`src/pkg/ccr_pkg.sv`:
```
// Package with register map, field positions, reset values and timing counts of the bank.
// How it works
// - Reference select bit chooses 1.2 V (0) or 2 V (1) for the comparator.
// - Comparator disable bit: 0 keeps the comparator on, 1 turns it off.
// - Polarity bit: 0 output high when input above reference, 1 output low.
// - Severe overcurrent protection is on at 0 and off at 1.
// - Battery overvoltage protection is off at 0 and on at 1.
// - Reread bit 0 rereads the configuration resistor, 1 suppresses it.
// - Reload bit 0 reloads adapter limit one on adapter plug-in, 1 suppresses.
// - Termination time bit picks 20 ms (0) or 200 ms (1).
// - Two-bit timeout field picks 175 s, 87.5 s, 43.75 s or 5 s.
// - Ship mode bit 1 forces the battery gate off.
// - Diode-mode exit timer picks 40 ms (0) or 80 ms (1).
// - Autonomous charging bit: 0 autonomous, 1 host controls charge current.
// - Bit 5 disables input limit loop; bit 4 disables it while battery absent.
// - Monitor direction bit: 0 forward or charging, 1 reverse or discharging current.
// - Writing 1 to digital reset returns all registers to power-on defaults.
// - Switching period bit 1 doubles the buck-boost switching period.
// - Start-up bit shortens reverse start-up to 1 ms when 150 ms debounce chosen.
// - Bits 7 to 4 enable alert triggers: reverse overcurrent, battery, adapter, comparator.
// - Debounce field picks 2, 25, 125 or 250 us before adapter/battery trip.
// - Writing 1 to alert clear clears an asserted throttle alert.
// - Latch bit 0 auto-clears the alert, 1 holds it until cleared.
// - Monitor gain bit picks 1.44 (0) or 0.723 (1) microamps per watt.
// - Second-register bit 13 picks 1.3 s (0) or 150 ms (1) reverse debounce.
package ccr_pkg;
   localparam logic [6:0] SMB_ADDR = 7'h12;
   localparam logic [7:0] REG_CFG_B = 8'h3d;
   localparam logic [7:0] REG_CFG_C = 8'h4c;
   localparam logic [7:0] REG_THR = 8'h4e;
   localparam logic [15:0] RST_CFG_B = 16'h0000;
   localparam logic [15:0] RST_CFG_C = 16'h0000;
   localparam logic [7:0] RST_THR = 8'h00;
   localparam int B_REV_DEB = 13;
   localparam int B_CMP_REF = 4;
   localparam int B_CMP_DIS = 3;
   localparam int B_CMP_POL = 2;
   localparam int B_SOC_DIS = 1;
   localparam int B_BOVP_EN = 0;
   localparam int C_NO_REREAD = 15;
   localparam int C_NO_RELOAD = 14;
   localparam int C_TERM_LONG = 13;
   localparam int C_TMO_LSB = 11;
   localparam int C_SHIP = 10;
   localparam int C_SYSTEM_POWER_MONITOR_GAIN = 9;
   localparam int C_IDM_LONG = 8;
   localparam int C_HOST_CHG = 7;
   localparam int C_FB_HALF = 6;
   localparam int C_ILIM_DIS = 5;
   localparam int C_ILIM_BG_DIS = 4;
   localparam int C_MON_REV = 3;
   localparam int C_DRESET = 2;
   localparam int C_PERIOD = 1;
   localparam int C_START_SHORT = 0;
   localparam int T_EN_ROC = 7;
   localparam int T_EN_BAT = 6;
   localparam int T_EN_AC = 5;
   localparam int T_EN_CMP = 4;
   localparam int T_DEB_LSB = 2;
   localparam int T_CLEAR = 1;
   localparam int T_LATCH = 0;
   localparam int CLK_MHZ = 40;
   localparam int TICK_US = 1;
   localparam logic [5:0] TICK_CYC = 6'(TICK_US * CLK_MHZ);
   localparam logic [7:0] DEB_US_0 = 8'd2;
   localparam logic [7:0] DEB_US_1 = 8'd25;
   localparam logic [7:0] DEB_US_2 = 8'd125;
   localparam logic [7:0] DEB_US_3 = 8'd250;
   typedef enum logic [5:0] {
      ST_IDLE = 6'h01,
      ST_RX = 6'h02,
      ST_ACK = 6'h04,
      ST_TX = 6'h08,
      ST_MACK = 6'h10,
      ST_TXS = 6'h20
   } ccr_st_e;
endpackage : ccr_pkg
```
`src/pkg/ccr_alert_if.sv`:
```
// Interface between the register bank and the throttle alert unit.
`timescale 1ns/100ps
interface ccr_alert_if;
   logic [3:0] trig_en;
   logic [1:0] deb_sel;
   logic clear;
   logic latch_en;
   logic us_tick;
   logic rev_oc;
   logic bat_absent;
   logic adapter_present;
   logic cmp_out;
   logic alert;
   modport bank (output trig_en, deb_sel, clear, latch_en, us_tick, rev_oc, bat_absent,
                 adapter_present, cmp_out, input alert);
   modport unit (input trig_en, deb_sel, clear, latch_en, us_tick, rev_oc, bat_absent,
                 adapter_present, cmp_out, output alert);
endinterface : ccr_alert_if

```
`src/logic/ccr_alert.sv`:
```
// Throttle alert unit: trigger enables, debounce, auto-clear and latch.
`timescale 1ns/100ps
module ccr_alert (
   input wire logic clk,
   input wire logic rst_n,
   ccr_alert_if.unit ai
);
   typedef struct packed {
      logic [7:0] cnt;
      logic cmp_prev;
      logic latched;
      logic alert;
   } ccr_alert_s;
   ccr_alert_s q, d;
   logic db_raw;
   logic db_ok;
   logic trip;

   function automatic logic [7:0] deb_limit(input logic [1:0] sel);
      case (sel)
         2'h0: deb_limit = ccr_pkg::DEB_US_0;
         2'h1: deb_limit = ccr_pkg::DEB_US_1;
         2'h2: deb_limit = ccr_pkg::DEB_US_2;
         default: deb_limit = ccr_pkg::DEB_US_3;
      endcase
   endfunction : deb_limit

   always_comb begin
      d = q;
      db_raw = (ai.trig_en[2] & ai.bat_absent) | (ai.trig_en[1] & ~ai.adapter_present);
      db_ok = db_raw && (q.cnt > deb_limit(ai.deb_sel));
      trip = (ai.trig_en[3] & ai.rev_oc) | db_ok | (ai.trig_en[0] & ai.cmp_out & ~q.cmp_prev);
      d.cmp_prev = ai.cmp_out;
      if (!db_raw) begin
         d.cnt = 8'h00;
      end else if (ai.us_tick && q.cnt != 8'hff) begin
         d.cnt = q.cnt + 8'h01;
      end
      // A trip in the clearing cycle wins over the clear.
      d.latched = ai.latch_en & (trip | (q.latched & ~ai.clear));
      d.alert = trip | d.latched;
   end

   always_ff @(posedge clk or negedge rst_n) begin
      if (!rst_n) begin
         q <= '0;
      end else begin
         q <= d;
      end
   end

   assign ai.alert = q.alert;
endmodule : ccr_alert

```
`src/logic/ccr_reg_bank.sv`:
```
// Charger control register bank with its SMBus slave and decoded control outputs.
`timescale 1ns/100ps
module ccr_reg_bank (
   input wire logic clk,
   input wire logic rst_n,
   input wire logic smb_clk,
   input wire logic smb_data_in,
   output logic smb_data_out,
   output logic smb_data_oe,
   input wire logic comparator_input_above,
   input wire logic battery_absent,
   input wire logic adapter_present,
   input wire logic reverse_overcurrent,
   output logic comparator_ref_2v,
   output logic comparator_enable,
   output logic comparator_output,
   output logic severe_overcurrent_protect_en,
   output logic battery_ovp_en,
   output logic resistor_reread_en,
   output logic limit_reload,
   output logic termination_long,
   output logic [1:0] charger_timeout_sel,
   output logic battery_gate_off,
   output logic system_power_monitor_gain_low,
   output logic ideal_diode_exit_long,
   output logic autonomous_charge_en,
   output logic feedback_gain_half,
   output logic input_limit_loop_en,
   output logic monitor_reverse,
   output logic switch_period_double,
   output logic reverse_debounce_short,
   output logic reverse_startup_short,
   output logic throttle_alert_out,
   output logic throttle_alert_oe
);
   typedef struct packed {
      ccr_pkg::ccr_st_e st;
      logic scl_q;
      logic sda_q;
      logic [7:0] sh;
      logic [3:0] bitc;
      logic [1:0] byte_n;
      logic rw;
      logic [7:0] cmd;
      logic [7:0] wlo;
      logic [7:0] txb;
      logic tx_hi;
      logic oe;
      logic [15:0] cfg_b;
      logic [15:0] cfg_c;
      logic [7:0] thr;
      logic clr;
      logic ap_q;
      logic reload;
      logic cmp;
   } ccr_bank_s;
   ccr_bank_s q, d;
   logic scl_rise;
   logic scl_fall;
   logic start_c;
   logic stop_c;
   logic wr_en;
   logic [7:0] wr_cmd;
   logic [15:0] wr_data;
   logic us_tick;
   logic [15:0] rd_val;

   ccr_alert_if ai ();

   // Read word for a command code; unmapped codes read zero.
   function automatic logic [15:0] rd_word(input logic [7:0] c, input logic [15:0] b,
                                           input logic [15:0] cc, input logic [7:0] t);
      case (c)
         ccr_pkg::REG_CFG_B: rd_word = b;
         ccr_pkg::REG_CFG_C: rd_word = cc;
         ccr_pkg::REG_THR: rd_word = {8'h00, t};
         default: rd_word = 16'h0000;
      endcase
   endfunction : rd_word

   always_comb begin
      d = q;
      d.scl_q = smb_clk;
      d.sda_q = smb_data_in;
      d.clr = 1'b0;
      d.reload = 1'b0;
      wr_en = 1'b0;
      wr_cmd = q.cmd;
      wr_data = {q.sh, q.wlo};
      rd_val = rd_word(q.cmd, q.cfg_b, q.cfg_c, q.thr);
      scl_rise = ~q.scl_q & smb_clk;
      scl_fall = q.scl_q & ~smb_clk;
      start_c = q.scl_q & smb_clk & q.sda_q & ~smb_data_in;
      stop_c = q.scl_q & smb_clk & ~q.sda_q & smb_data_in;
      if (start_c) begin
         d.st = ccr_pkg::ST_RX;
         d.bitc = 4'h0;
         d.byte_n = 2'h0;
         d.oe = 1'b0;
      end else if (stop_c) begin
         d.st = ccr_pkg::ST_IDLE;
         d.oe = 1'b0;
      end else begin
         case (q.st)
            ccr_pkg::ST_IDLE: begin
               d.oe = 1'b0;
            end
            ccr_pkg::ST_RX: begin
               if (scl_rise && q.bitc != 4'h8) begin
                  d.sh = {q.sh[6:0], smb_data_in};
                  d.bitc = q.bitc + 4'h1;
               end else if (scl_fall && q.bitc == 4'h8) begin
                  d.bitc = 4'h0;
                  d.st = ccr_pkg::ST_ACK;
                  d.oe = 1'b1;
                  if (q.byte_n != 2'h3) begin
                     d.byte_n = q.byte_n + 2'h1;
                  end
                  case (q.byte_n)
                     2'h0: begin
                        d.rw = q.sh[0];
                        if (q.sh[7:1] != ccr_pkg::SMB_ADDR) begin
                           d.st = ccr_pkg::ST_IDLE;
                           d.oe = 1'b0;
                        end
                     end
                     2'h1: d.cmd = q.sh;
                     2'h2: d.wlo = q.sh;
                     default: wr_en = 1'b1;
                  endcase
               end
            end
            ccr_pkg::ST_ACK: begin
               if (scl_fall) begin
                  if (q.rw) begin
                     d.txb = rd_val[7:0];
                     d.oe = ~d.txb[7];
                     d.tx_hi = 1'b0;
                     d.st = ccr_pkg::ST_TX;
                  end else begin
                     d.oe = 1'b0;
                     d.st = ccr_pkg::ST_RX;
                  end
               end
            end
            ccr_pkg::ST_TX: begin
               if (scl_fall) begin
                  if (q.bitc == 4'h7) begin
                     d.bitc = 4'h0;
                     d.oe = 1'b0;
                     d.st = ccr_pkg::ST_MACK;
                  end else begin
                     d.bitc = q.bitc + 4'h1;
                     d.txb = {q.txb[6:0], 1'b0};
                     d.oe = ~q.txb[6];
                  end
               end
            end
            ccr_pkg::ST_MACK: begin
               if (scl_rise) begin
                  if (smb_data_in) begin
                     d.st = ccr_pkg::ST_IDLE;
                  end else begin
                     d.txb = q.tx_hi ? 8'h00 : rd_val[15:8];
                     d.tx_hi = 1'b1;
                     d.st = ccr_pkg::ST_TXS;
                  end
               end
            end
            ccr_pkg::ST_TXS: begin
               if (scl_fall) begin
                  d.oe = ~q.txb[7];
                  d.st = ccr_pkg::ST_TX;
               end
            end
            default: begin
               d.st = ccr_pkg::ST_IDLE;
               d.oe = 1'b0;
            end
         endcase
      end
      if (wr_en) begin
         case (wr_cmd)
            ccr_pkg::REG_CFG_B: d.cfg_b = wr_data;
            ccr_pkg::REG_CFG_C: begin
               if (wr_data[ccr_pkg::C_DRESET]) begin
                  d.cfg_b = ccr_pkg::RST_CFG_B;
                  d.cfg_c = ccr_pkg::RST_CFG_C;
                  d.thr = ccr_pkg::RST_THR;
               end else begin
                  d.cfg_c = wr_data;
               end
            end
            ccr_pkg::REG_THR: begin
               d.thr = wr_data[7:0];
               d.thr[ccr_pkg::T_CLEAR] = 1'b0;
               d.clr = wr_data[ccr_pkg::T_CLEAR];
            end
            default: d.cmd = q.cmd;
         endcase
      end
      d.ap_q = adapter_present;
      d.reload = adapter_present & ~q.ap_q & ~q.cfg_c[ccr_pkg::C_NO_RELOAD];
      // The comparator idles low while disabled.
      d.cmp = ~q.cfg_b[ccr_pkg::B_CMP_DIS] &
              (comparator_input_above ^ q.cfg_b[ccr_pkg::B_CMP_POL]);
   end

   always_ff @(posedge clk or negedge rst_n) begin
      if (!rst_n) begin
         q <= '0;
         q.st <= ccr_pkg::ST_IDLE;
         q.scl_q <= 1'b1;
         q.sda_q <= 1'b1;
         q.cfg_b <= ccr_pkg::RST_CFG_B;
         q.cfg_c <= ccr_pkg::RST_CFG_C;
         q.thr <= ccr_pkg::RST_THR;
      end else begin
         q <= d;
      end
   end

   ccr_tick_div u_div (
      .clk(clk),
      .rst_n(rst_n),
      .tick(us_tick)
   );

   assign ai.trig_en = q.thr[ccr_pkg::T_EN_ROC:ccr_pkg::T_EN_CMP];
   assign ai.deb_sel = q.thr[ccr_pkg::T_DEB_LSB +: 2];
   assign ai.clear = q.clr;
   assign ai.latch_en = q.thr[ccr_pkg::T_LATCH];
   assign ai.us_tick = us_tick;
   assign ai.rev_oc = reverse_overcurrent;
   assign ai.bat_absent = battery_absent;
   assign ai.adapter_present = adapter_present;
   assign ai.cmp_out = q.cmp;

   ccr_alert u_alert (
      .clk(clk),
      .rst_n(rst_n),
      .ai(ai.unit)
   );

   assign smb_data_out = 1'b0;
   assign smb_data_oe = q.oe;
   assign throttle_alert_out = 1'b0;
   assign throttle_alert_oe = ai.alert;
   assign comparator_ref_2v = q.cfg_b[ccr_pkg::B_CMP_REF];
   assign comparator_enable = ~q.cfg_b[ccr_pkg::B_CMP_DIS];
   assign comparator_output = q.cmp;
   assign severe_overcurrent_protect_en = ~q.cfg_b[ccr_pkg::B_SOC_DIS];
   assign battery_ovp_en = q.cfg_b[ccr_pkg::B_BOVP_EN];
   assign reverse_debounce_short = q.cfg_b[ccr_pkg::B_REV_DEB];
   assign resistor_reread_en = ~q.cfg_c[ccr_pkg::C_NO_REREAD];
   assign limit_reload = q.reload;
   assign termination_long = q.cfg_c[ccr_pkg::C_TERM_LONG];
   assign charger_timeout_sel = q.cfg_c[ccr_pkg::C_TMO_LSB +: 2];
   assign battery_gate_off = q.cfg_c[ccr_pkg::C_SHIP];
   assign system_power_monitor_gain_low = q.cfg_c[ccr_pkg::C_SYSTEM_POWER_MONITOR_GAIN];
   assign ideal_diode_exit_long = q.cfg_c[ccr_pkg::C_IDM_LONG];
   assign autonomous_charge_en = ~q.cfg_c[ccr_pkg::C_HOST_CHG];
   assign feedback_gain_half = q.cfg_c[ccr_pkg::C_FB_HALF];
   assign input_limit_loop_en = ~(q.cfg_c[ccr_pkg::C_ILIM_DIS] |
      (q.cfg_c[ccr_pkg::C_ILIM_BG_DIS] & battery_absent));
   assign monitor_reverse = q.cfg_c[ccr_pkg::C_MON_REV];
   assign switch_period_double = q.cfg_c[ccr_pkg::C_PERIOD];
   assign reverse_startup_short = q.cfg_c[ccr_pkg::C_START_SHORT] &
                                  q.cfg_b[ccr_pkg::B_REV_DEB];
endmodule : ccr_reg_bank

```
`src/logic/ccr_tick_div.sv`:
```
// Divider that makes a one-cycle pulse every microsecond.
`timescale 1ns/100ps
module ccr_tick_div (
   input wire logic clk,
   input wire logic rst_n,
   output logic tick
);
   typedef struct packed {
      logic [5:0] cnt;
      logic tick;
   } ccr_div_s;
   ccr_div_s q, d;

   always_comb begin
      d = q;
      d.tick = 1'b0;
      if (q.cnt == ccr_pkg::TICK_CYC - 6'h01) begin
         d.cnt = 6'h00;
         d.tick = 1'b1;
      end else begin
         d.cnt = q.cnt + 6'h01;
      end
   end

   always_ff @(posedge clk or negedge rst_n) begin
      if (!rst_n) begin
         q <= '0;
      end else begin
         q <= d;
      end
   end

   assign tick = q.tick;
endmodule : ccr_tick_div

```
`config.mk`:
```
export PLATFORM = sky130hd
export DESIGN_NAME = ccr_reg_bank
export DESIGN_NICKNAME = d
export VERILOG_FILES = /design/src/pkg/ccr_pkg.sv /design/src/pkg/ccr_alert_if.sv /design/src/logic/ccr_alert.sv /design/src/logic/ccr_reg_bank.sv /design/src/logic/ccr_tick_div.sv
export SDC_FILE = /design/constraint.sdc
export NUM_CORES = 1
export LEC_CHECK = 0
export BUFFER_PORTS_ARGS = -buffer_cell sky130_fd_sc_hd__buf_4
export CELL_PAD_IN_SITES_DETAIL_PLACEMENT = 0
export CELL_PAD_IN_SITES_GLOBAL_PLACEMENT = 1
export CORE_MARGIN = 2
export CORE_UTILIZATION = 43
export CTS_CLUSTER_SIZE = 40
export DETAILED_ROUTE_END_ITERATION = 7
export PLACE_DENSITY_LB_ADDON = 0.1
export SLEW_MARGIN = 25
export SYNTH_ARGS = -nofsm -noshare
export SYNTH_HDL_FRONTEND = slang
export SYNTH_SLANG_ARGS = --single-unit
```
`constraint.sdc`:
```
create_clock -name clk -period 2.1 [get_ports clk]
set_input_delay 0.105 -clock clk [delete_from_list [all_inputs] [get_ports clk]]
set_output_delay 0.105 -clock clk [all_outputs]
set_load 0.03 [all_outputs]
```
==> results.py, run 1 <==
metrics = {
    "layout": {
        "area_delta_synth_final_pct": 19.40,
        "drive_above_1_share_pct": 21.49,
        "final_common_cell": "nand2_1",
        "final_nets": 677,
        "mostFrequentLayoutCells": "nand2_1, dfrtp_1, buf_4, o21ai_1, nor2_1",
        "antennaDiodeCount": 0,
        "final_cell_area_um2": 6769,
    },
    "drt": {
        "ant_nets": 0,
        "wl_per_cell_um": 17.02,
        "via_count": 4531,
        "viasPerCell": 5.472,
        "drcViolationCount": 0,
        "drt_iter0_drc": 277,
        "postRouteWirelength_mm": 14.09,
        "drtPass1Iterations": 4,
    },
    "floorplanning": {
        "die_h_um": 118.8,
        "dieArea_um2": 14120,
        "core_area_um2": 12720,
        "start_util_pct": 44.56,
        "pin_count": 32,
        "fp.dieW_um": 118.8,
        "num_rows": 41,
    },
    "synthesis": {
        "ys_seq_area_share_pct": 48.18,
        "synth_cell_types": 71,
        "syn_avg_cell_area_um2": 9.609,
        "ys_ff_latch": 109,
        "yosys_warnings": 0,
        "synth_edf_count": 0,
        "synth_flop_cell": "dfrtp_1",
        "syn-instance-count": 590,
        "syn_area_um2": 5669,
        "ys_async_sr_fraction_pct": 100.0,
    },
    "run": {
        "cap_violations": 0,
    },
    "sta": {
        "skew_ps": 8.679,
        "hold_viol_final": 0,
        "max_freq_ghz": 0.4805,
        "maxSlewViolCount": 0,
        "worstMarginPinSlew_ps": 590.4,
        "post-route-min-period_ps": 2081,
        "finalCritPeriodShare_pct": 99.11,
        "slew_headroom_pct": 60.64,
        "report.final.setup_viol": 0,
        "grt_setup_unrepaired": "yes",
        "fin_ws_ps": 18.72,
    },
    "pwr": {
        "power_frac_clock_pct": 37.8,
        "p_sw_mw": 1.214,
        "peakVddDrop_v": 0.0004182,
        "p_sw_share_pct": 26.50,
        "p_int_mw": 3.365,
        "power_frac_seq_pct": 51.0,
        "power_frac_comb_pct": 11.2,
        "power_density_nw_per_um2": 676.4,
        "leakagePower_nw": 3.011,
    },
    "critical_path": {
        "r2r_end": "u_alert.q[1]$_DFF_PN0_",
        "startpoint": "ai.deb_sel[0]$_DFFE_PN0P_",
        "rrSetupSlack_ps": 20,
        "crit_type": "register to register",
        "startpoint_type": "register",
        "end_kind": "register",
        "endpoint": "u_alert.q[1]$_DFF_PN0_",
        "arrival_ps": 2370,
        "ff2ff_path_depth": 8,
        "r2r_start": "ai.deb_sel[0]$_DFFE_PN0P_",
        "path_max_fanout": 2,
        "cp.required_ps": 2390,
    },
    "grt": {
        "grt_max_degree": 110,
        "grt_pass1_vias": 4511,
        "gr-total-overflow": 0,
        "grt_pass1_wl_mm": 23.90,
        "grt.total_usage_pct": 21.34,
        "grt_antenna_before_repair": 0,
    },
    "hold_path": {
        "hold_class": "primary input to register",
        "min_path_cells": 3,
    },
    "clocking": {
        "cts_num_sinks": 109,
        "clk_pin_slew_worst_paths_ps": 70,
        "root_buffer": "clkbuf_16",
        "h-tree-depth": 3,
        "cts_tree": "built",
        "numCtsBuffers": 9,
        "clockBufferDepth": 2,
        "insertion_delay_ps": 360,
    },
    "outcome": {
        "status": "completed",
    },
    "placed_design": {
        "io_buffers": 29,
        "place_area_um2": 6325,
        "gp_congestion": 0.8528,
        "dp_worst_setup_slack_ps": -58.19,
        "place_hpwl_mm": 10.00,
    },
}
metal layers:
layer / track usage, % / part of all wire, % / vias to the layer above
li1: - / - / 2198
met2: 33.98 / 47 / 81
met4: 7.217 / 1.4 / 0
met5: 0 / 0 / -
met1: 30.11 / 48 / 2240
met3: 2.826 / 3.3 / 12
worst max-delay path: stages (launching register included):
cell and delay, ps:
dfrtp_1 410, buf_6 130, ha_2 170, or4_4 480
o21ai_2 100, nand3_2 100, o31a_1 300, nor3_2 190
o31a_1 150
per-stage QoR:
step | power (mW) | hold slack [ps] | std cells | setup TNS [ps] | util, %
after floorplan | 2.649 | -190.6 | 591 | 0 | -
after global placement | 2.845 | 225.2 | 804 | 0 | 49.71
after detailed placement | 2.859 | 230.2 | 804 | -58.19 | 49.71
after CTS | 4.597 | 1.398 | 824 | 0 | 52.51
after global routing | 4.776 | 15.41 | 828 | -100.3 | 53.21
final | 4.579 | 10.77 | 828 | 0 | 53.21
power groups by stage:
stage | registers (mW) | logic, mW | clock network, mW
after floorplan | 2.32 | 0.332 | 0
after global placement | 2.36 | 0.480 | 0
after detailed placement | 2.37 | 0.489 | 0
after CTS | 2.33 | 0.499 | 1.77
after global routing | 2.35 | 0.576 | 1.85
final | 2.34 | 0.512 | 1.73
what timing repair did:
item | in CTS | in global routing
hold endpoints to repair | 109 | 0
pin swaps | 1 | 9
setup buffers | 1 | 4
hold buffers | 4 | 0
endpoints found under the setup margin | 3 | 53
gates cloned | 0 | 0
resized for setup | 5 | 16
worst min-delay path by stage:
| stage | startpoint | end | slack, ps |
|---|---|---|---|
| CTS | comparator_input_above | comparator_output$_DFF_PN0_ | 1 |
| floorplan | rst_n | ai.clear$_DFF_PN0_ | -190 |
| global route | comparator_input_above | comparator_output$_DFF_PN0_ | 20 |
| finish | comparator_input_above | comparator_output$_DFF_PN0_ | 10 |
| global placement | rst_n | u_alert.q[6]$_DFFE_PN0P_ | 230 |
| detailed placement | adapter_present | q[2]$_DFF_PN0_ | 230 |
cells by family (layout without fill, tap and decap cells):
kind of cell,count (synthesis),after routing,share of synthesized area [%]
AO/OA/AOI/OAI,128,128,14.83
multiplexers,29,29,5.672
other,1,2,0.06615
flip-flops,109,109,48.18
AND/OR/NAND/NOR,235,235,20.81
buffers and inverters,56,121,4.370
XOR/XNOR,15,15,2.317
adder cells (fa/ha/maj),17,17,3.752
synthesized netlist by cell type, types with 9 or more instances:
| master | count | share of area, % |
|---|---|---|
| xor2_1 | 9 | 1.4 |
| and3_1 | 9 | 0.99 |
| o21ai_0 | 12 | 1.1 |
| nor3_1 | 10 | 0.88 |
| nor2b_1 | 12 | 1.3 |
| buf_2 | 12 | 1.1 |
| clkbuf_1 | 13 | 0.86 |
| nand2_1 | 108 | 7.2 |
| mux2_2 | 19 | 3.8 |
| a21oi_1 | 17 | 1.5 |
| nand3_1 | 24 | 2.1 |
| dfrtp_1 | 106 | 47 |
| inv_1 | 23 | 1.5 |
| nor2_1 | 31 | 2.1 |
| ha_1 | 17 | 3.8 |
| o21ai_1 | 38 | 3.4 |
| a22oi_1 | 11 | 1.5 |
cell type report:
type	instances	area (um^2)
Clock buffer	10	229.0
Clock inverter	5	60.06
Fill cell	1247	5953
Sequential cell	109	2733
Multi-Input combinational cell	426	2766
Inverter	25	93.84
Timing Repair Buffer	81	671.9
Tap cell	172	215.2
registers in the layout, summed over array words and instances (netlist names), 2 cells and up:
name and cells:
ai.deb_sel 2, ai.trig_en 4, charger_timeout_sel 2, q 60, u_alert.q 10, u_div.q 6
wr_cmd 8
(Power assumes the default switching activity.)
==> inputs of run 2 (changes only) <==
--- a/config.mk
+++ b/config.mk
@@ -9,10 +9,12 @@
 export CELL_PAD_IN_SITES_DETAIL_PLACEMENT = 0
 export CELL_PAD_IN_SITES_GLOBAL_PLACEMENT = 1
 export CORE_MARGIN = 2
-export CORE_UTILIZATION = 43
+export CORE_UTILIZATION = 45
+export CTS_BUF_LIST = sky130_fd_sc_hd__clkbuf_8
 export CTS_CLUSTER_SIZE = 40
 export DETAILED_ROUTE_END_ITERATION = 7
 export PLACE_DENSITY_LB_ADDON = 0.1
+export RECOVER_POWER = 25
 export SLEW_MARGIN = 25
 export SYNTH_ARGS = -nofsm -noshare
 export SYNTH_HDL_FRONTEND = slang
==> results.py, run 2 (synthesis gave the netlist of run 1 again) <==
metrics = {
    "layout": {
        "drive_above_1_share_pct": 21.95,
        "fill_cells": 1147,
        "largest_register": "q",
        "area_delta_synth_final_pct": 18.80,
        "final_nets": 685,
        "mostFrequentLayoutCells": "nand2_1, dfrtp_1, buf_4, o21ai_1, nor2_1",
        "instances_no_fill": 837,
        "largest_reg_flops": 60,
        "final_common_cell": "nand2_1",
        "antennaDiodeCount": 0,
    },
    "placed_design": {
        "io_buffers": 29,
        "dp_cells": 810,
        "place_hpwl_mm": 10.32,
        "gp_congestion": 0.8303,
        "dp_worst_setup_slack_ps": -65.09,
    },
    "floorplanning": {
        "start_util_pct": 45.48,
        "fp.dieW_um": 116.2,
        "die_h_um": 116.2,
        "dieArea_um2": 13510,
        "core_area_um2": 12470,
        "num_rows": 41,
        "pin_count": 32,
    },
    "sta": {
        "post-route-min-period_ps": 2003,
        "worstMarginPinSlew_ps": 1509,
        "grt_setup_unrepaired": "no",
        "report.final.setup_viol": 0,
        "fin_ws_ps": 96.80,
        "maxSlewViolCount": 25,
        "max_freq_ghz": 0.4992,
        "slew_headroom_pct": -0.6036,
        "tns_ps": 0,
        "finalCritPeriodShare_pct": 95.39,
        "skew_ps": 17.42,
        "hold_viol_final": 0,
    },
    "clocking": {
        "h-tree-depth": 3,
        "insertion_delay_ps": 400,
        "clk_pin_slew_worst_paths_ps": 110,
        "cts_num_sinks": 109,
        "cts_tree": "built",
        "clockBufferDepth": 2,
        "root_buffer": "clkbuf_8",
        "numCtsBuffers": 9,
    },
    "drt": {
        "viasPerCell": 5.364,
        "postRouteWirelength_mm": 14.12,
        "drcViolationCount": 0,
        "wl_per_cell_um": 16.86,
        "drt_iter0_drc": 363,
        "drtPass1Iterations": 4,
        "ant_nets": 0,
        "via_count": 4490,
    },
    "pwr": {
        "power_density_nw_per_um2": 617.1,
        "power_frac_seq_pct": 56.2,
        "p_sw_mw": 1.217,
        "p_sw_share_pct": 29.28,
        "power_frac_comb_pct": 13.0,
        "power_frac_clock_pct": 30.8,
        "leakagePower_nw": 2.999,
        "peakVddDrop_v": 0.0003133,
        "p_int_mw": 2.939,
    },
    "hold_path": {
        "hold_class": "primary input to register",
        "hp-start": "reverse_overcurrent",
        "hold_path_end": "u_alert.ai.alert$_DFF_PN0_",
        "min_path_cells": 4,
    },
    "grt": {
        "grt.total_usage_pct": 22.80,
        "gr-total-overflow": 0,
        "grt_max_degree": 60,
        "grt_pass1_wl_mm": 23.44,
        "grt_pass1_vias": 4352,
        "grt_antenna_before_repair": 0,
    },
    "critical_path": {
        "ff2ff_path_depth": 6,
        "startpoint_type": "register",
        "r2r_start": "q[92]$_DFFE_PN0P_",
        "path_max_fanout": 9,
        "crit_type": "register to register",
        "rrSetupSlack_ps": 100,
        "cp.required_ps": 2380,
        "arrival_ps": 2280,
        "r2r_end": "q[87]$_DFFE_PN1P_",
        "end_kind": "register",
    },
    "run": {
        "cap_violations": 1,
    },
    "outcome": {
        "status": "finished with violations",
        "violations": "max-capacitance violations, max-slew violations",
    },
}
run 2: cell types whose count changed in the layout (fill, tap and decap cells not counted), moves of 3 or more:
cell | before | now
o21ai_2 | 3 | 0
clkbuf_8 | 0 | 10
o21ai_1 | 38 | 42
clkbuf_16 | 9 | 0
buf_6 | 1 | 4
run 2: per-layer routing:
layer	up-vias	routed length, um	part of all wire [%]	GRT usage (%)
li1	2212	-	-	-
met1	2192	6784	48	32.81
met2	68	6606	47	34.96
met3	18	442	3.1	3.477
met4	0	281	2.0	8.571
met5	-	0	0	0
run 2: cell type report:
class / count / area, um^2 / area share (%)
clock buffer: 10 / 137.6 / 2.043
clock inverter: 6 / 53.80 / 0.7988
inverter: 25 / 93.84 / 1.393
multi-input combinational: 426 / 2783 / 41.32
sequential: 109 / 2735 / 40.61
tap: 172 / 215.2 / 3.195
timing repair buffer: 89 / 716.9 / 10.64
run 2: stage by stage:
| stage | total power, mW | hold WS (ps) | utilization [%] | area, um^2 |
|---|---|---|---|---|
| 5_1_grt | 4.346 | 58.52 | 54.03 | 6735 |
| 6_report | 4.156 | 59.86 | 54.03 | 6735 |
| 2_1_floorplan | 2.649 | -190.6 | - | 5673 |
| 3_5_place_dp | 2.865 | 47.55 | 51.00 | 6357 |
| 3_3_place_gp | 2.849 | 37.67 | 51.00 | 6357 |
| 4_1_cts | 4.158 | 42.22 | 53.25 | 6638 |
run 2: what timing repair did:
action	in CTS	in global routing
hold endpoints to repair	55	0
gates resized for setup	4	24
hold buffers	5	0
buffers inserted	2	4
pin swaps	1	10
gates cloned	0	0
setup endpoints to repair	3	56
run 2: worst max-delay path, cell delays in order, from the launching register on:
cell       delay, ps
dfrtp_1          440
buf_4            160
xor2_1           150
a221o_1          360
a2bb2oi_2        200
a31oi_4          160
o41ai_1          420
run 2: worst max-delay path by stage:
stage,start,endpoint,slack (ps),depth (start not counted)
global route,ai.deb_sel[1]$_DFFE_PN0P_,u_alert.q[1]$_DFF_PN0_,1,8
CTS,wr_cmd[0]$_DFFE_PN0P_,q[52]$_DFFE_PN0P_,1,6
global placement,ai.deb_sel[0]$_DFFE_PN0P_,u_alert.q[1]$_DFF_PN0_,-1,8
finish,q[92]$_DFFE_PN0P_,q[87]$_DFFE_PN1P_,100,6
detailed placement,ai.deb_sel[0]$_DFFE_PN0P_,u_alert.q[1]$_DFF_PN0_,-70,8
floorplan,ai.deb_sel[0]$_DFFE_PN0P_,u_alert.q[1]$_DFF_PN0_,20,8
run 2: power groups by stage:
stage	clock network (mW)	registers (mW)	logic, mW
after floorplan	0	2.32	0.332
after global placement	0	2.36	0.489
after detailed placement	0	2.36	0.502
after CTS	1.32	2.32	0.511
after global routing	1.39	2.35	0.601
final	1.28	2.33	0.541
==> inputs of run 3 (changes only) <==
--- a/config.mk
+++ b/config.mk
@@ -9,7 +9,7 @@
 export CELL_PAD_IN_SITES_DETAIL_PLACEMENT = 0
 export CELL_PAD_IN_SITES_GLOBAL_PLACEMENT = 1
 export CORE_MARGIN = 2
-export CORE_UTILIZATION = 45
+export CORE_UTILIZATION = 35
 export CTS_BUF_LIST = sky130_fd_sc_hd__clkbuf_8
 export CTS_CLUSTER_SIZE = 40
 export DETAILED_ROUTE_END_ITERATION = 7
@@ -18,4 +18,5 @@
 export SLEW_MARGIN = 25
 export SYNTH_ARGS = -nofsm -noshare
 export SYNTH_HDL_FRONTEND = slang
+export SYNTH_HIERARCHICAL = 1
 export SYNTH_SLANG_ARGS = --single-unit
==> results.py, run 3 <==
metrics = {
    "drt": {
        "drcViolationCount": 0,
        "viasPerCell": 5.246,
        "via_count": 4585,
        "postRouteWirelength_mm": 15.72,
        "ant_nets": 0,
        "wl_per_cell_um": 17.99,
        "drtPass1Iterations": 5,
        "drt_iter0_drc": 246,
    },
    "synthesis": {
        "synth_cell_types": 73,
        "synthAdderAreaFrac_pct": 3.669,
        "ys_ff_latch": 109,
        "syn_avg_cell_area_um2": 10.50,
        "yosys_warnings": 6,
        "synthMuxAreaShare_pct": 7.229,
        "yosysMostFrequentCell": "dfrtp_1",
        "ys_seq_area_share_pct": 47.11,
        "synthSimpleGateAreaFrac_pct": 19.21,
        "yosys-top-cells-area": "dfrtp_1, mux2_2, ha_1",
        "synth_common_cells": "dfrtp_1, nand2_1, o21ai_0",
        "synth_edf_count": 0,
        "synth_flop_cell": "dfrtp_1",
        "synth_top_family_by_area": "simple AND/OR/NAND/NOR gates",
        "ys_async_sr_fraction_pct": 100.0,
        "post-synth-top-area-cell": "dfrtp_1",
        "synth_xor_xnor_area_share_pct": 1.964,
        "yosysTopAreaCellShare_pct": 45.75,
        "synth_compound_area_share_pct": 16.08,
        "syn-instance-count": 552,
        "syn_area_um2": 5798,
    },
    "sta": {
        "max_freq_ghz": 0.4861,
        "skew_ps": 16.60,
        "fin_hold_ws_ps": 76.18,
        "report.final.setup_viol": 0,
        "worstMarginPinSlew_ps": 935.6,
        "slew_headroom_pct": 37.62,
        "grt_setup_unrepaired": "yes",
        "maxSlewViolCount": 0,
        "post-route-min-period_ps": 2057,
        "finalCritPeriodShare_pct": 97.96,
        "hold_viol_final": 0,
    },
    "critical_path": {
        "path_delay_family": "simple AND/OR/NAND/NOR gates",
        "crit_buf_inv": 2,
        "crit_type": "register to register",
        "crit_slowest_cell": "dfrtp_1",
        "startpoint": "q[74]$_DFFE_PN0P_",
        "r2r_start": "q[74]$_DFFE_PN0P_",
        "crit_chain": "inv_2 > ha_4 > nand3b_1 > buf_4 > nor4_4 > nand3b_1 > a21o_4 > mux2_4",
        "slowest_delay_ps": 420,
        "startpoint_type": "register",
        "arrival_ps": 2330,
        "cp.required_ps": 2380,
        "end_kind": "register",
        "cpMostUsedCell": "nand3b_1",
        "path_max_fanout": 8,
    },
    "run": {
        "cap_violations": 0,
    },
    "grt": {
        "grt_pass1_wl_mm": 25.50,
        "met3_usage_pct": 3.142,
        "grt_busiest_layer": "met2",
        "gr-total-overflow": 0,
        "grt_pass1_vias": 4530,
        "grt.total_usage_pct": 18.56,
        "use_met2_pct": 28.90,
        "grt_max_degree": 40,
        "use_met1_pct": 26.63,
        "grt_antenna_before_repair": 0,
    },
    "placed_design": {
        "gp_congestion": 0.8081,
        "place_area_um2": 6721,
        "io_buffers": 29,
        "place_hpwl_mm": 11.34,
    },
    "pwr": {
        "leakagePower_nw": 3.222,
        "peakVddDrop_v": 0.0002852,
        "power_density_nw_per_um2": 646.8,
    },
    "clocking": {
        "clk_pin_slew_worst_paths_ps": 120,
        "h-tree-depth": 3,
        "clockBufferDepth": 2,
        "root_buffer": "clkbuf_8",
        "numCtsBuffers": 9,
        "cts_num_sinks": 109,
        "insertion_delay_ps": 400,
        "cts_tree": "built",
    },
    "floorplanning": {
        "pin_count": 32,
        "num_rows": 47,
        "fp.dieW_um": 132.7,
        "core_area_um2": 16410,
        "dieArea_um2": 17610,
        "start_util_pct": 35.34,
        "die_h_um": 132.7,
    },
    "layout": {
        "final_common_cell": "dfrtp_1",
        "mostFrequentLayoutCells": "dfrtp_1, buf_4, nand2_1, nor2_1, inv_1",
        "fill_cells": 1576,
        "drive_above_1_share_pct": 31.65,
        "antennaDiodeCount": 0,
        "largest_reg_flops": 60,
        "area_delta_synth_final_pct": 24.23,
        "final_nets": 674,
        "final_cell_area_um2": 7203,
        "fin_util_pct": 43.90,
        "largest_register": "q",
    },
    "hold_path": {
        "hold_class": "primary input to register",
        "hp-start": "reverse_overcurrent",
    },
    "outcome": {
        "status": "completed",
    },
}
-- run 3: changes by cell type after synthesis, sizes merged, moves of 6 or more --
cell    delta
mux2       +6
o21ai     -14
nand3      -7
a21oi      -7
nand2     -59
o221ai     +6
a22o      +11
nand2b    +16
-- run 3: stage by stage --
stage	setup WS (ps)	instances	total power [mW]	setup TNS (ps)
3_5_place_dp	-187.0	843	3.239	-1266
2_1_floorplan	-61.66	553	2.816	-929.7
3_3_place_gp	-106.9	843	3.238	-701.3
5_1_grt	-91.10	874	4.912	-2645
6_report	42.82	874	4.659	0
4_1_cts	-18.75	864	4.619	-84.59
-- run 3: worst register-to-register path: cells and delay by family (launching register included) --
kind | cells | cell delay [ps]
AO/OA/AOI/OAI | 1 | 260
buffers and inverters | 2 | 260
AND/OR/NAND/NOR | 3 | 590
flip-flops | 1 | 420
multiplexers | 1 | 310
adder cells (fa/ha/maj) | 1 | 120
-- run 3: area by class of cell --
cell class,instances,area [um^2],share of cell area (%)
repair buffers,113,923.4,12.82
well taps,220,275.3,3.821
flip-flops and latches,109,2734,37.95
clock buffers,9,123.9,1.720
clock inverters,7,72.57,1.007
inverters,28,105.1,1.459
multi-input cells,388,2969,41.22
-- run 3: final timing paths --
kind | cells past startpoint | slack (ps) | end
min in group asynchronous | 2 | 370 | u_alert/q[8]$_DFFE_PN0P_
worst max register to register | 8 | 40 | wr_cmd[5]$_DFFE_PN0P_
max in group asynchronous | 3 | 260 | ai.deb_sel[1]$_DFFE_PN0P_
worst max-delay path | 8 | 40 | wr_cmd[5]$_DFFE_PN0P_
worst min register to register | 1 | 410 | limit_reload$_DFF_PN0_
worst min-delay path | 5 | 80 | u_alert/ai.alert$_DFF_PN0_
-- run 3: cell families (layout without fill, tap and decap cells) --
logic type                 Yosys count  count (layout)
DFF                                109             109
AOI/OAI and AO/OA                  131             131
and+or+nand+nor                    190             190
other                                1               2
adders and majority gates           17              17
buffers and inverters               56             157
xor gates and xnor gates            13              13
muxes                               35              35
-- run 3: report_power, final --
part / internal [mW] / switching [mW] / total [mW]
clock: 0.470 / 0.845 / 1.32
sequential: 2.18 / 0.0713 / 2.25
combinational: 0.511 / 0.581 / 1.09
-- run 3: per-layer routing --
layer / vias up / wire length, um
met4: 0 / 253
met2: 92 / 7435
met5: - / 0
li1: 2195 / -
met1: 2279 / 7487
met3: 19 / 544
-- run 3: repair_timing --
action / CTS / global route
gates resized for setup: 16 / 43
buffers inserted: 0 / 10
endpoints found under the setup margin: 44 / 74
pin swaps: 3 / 13
endpoints found under the hold margin: 34 / 0
hold buffers: 5 / 0
cloned: 0 / 1
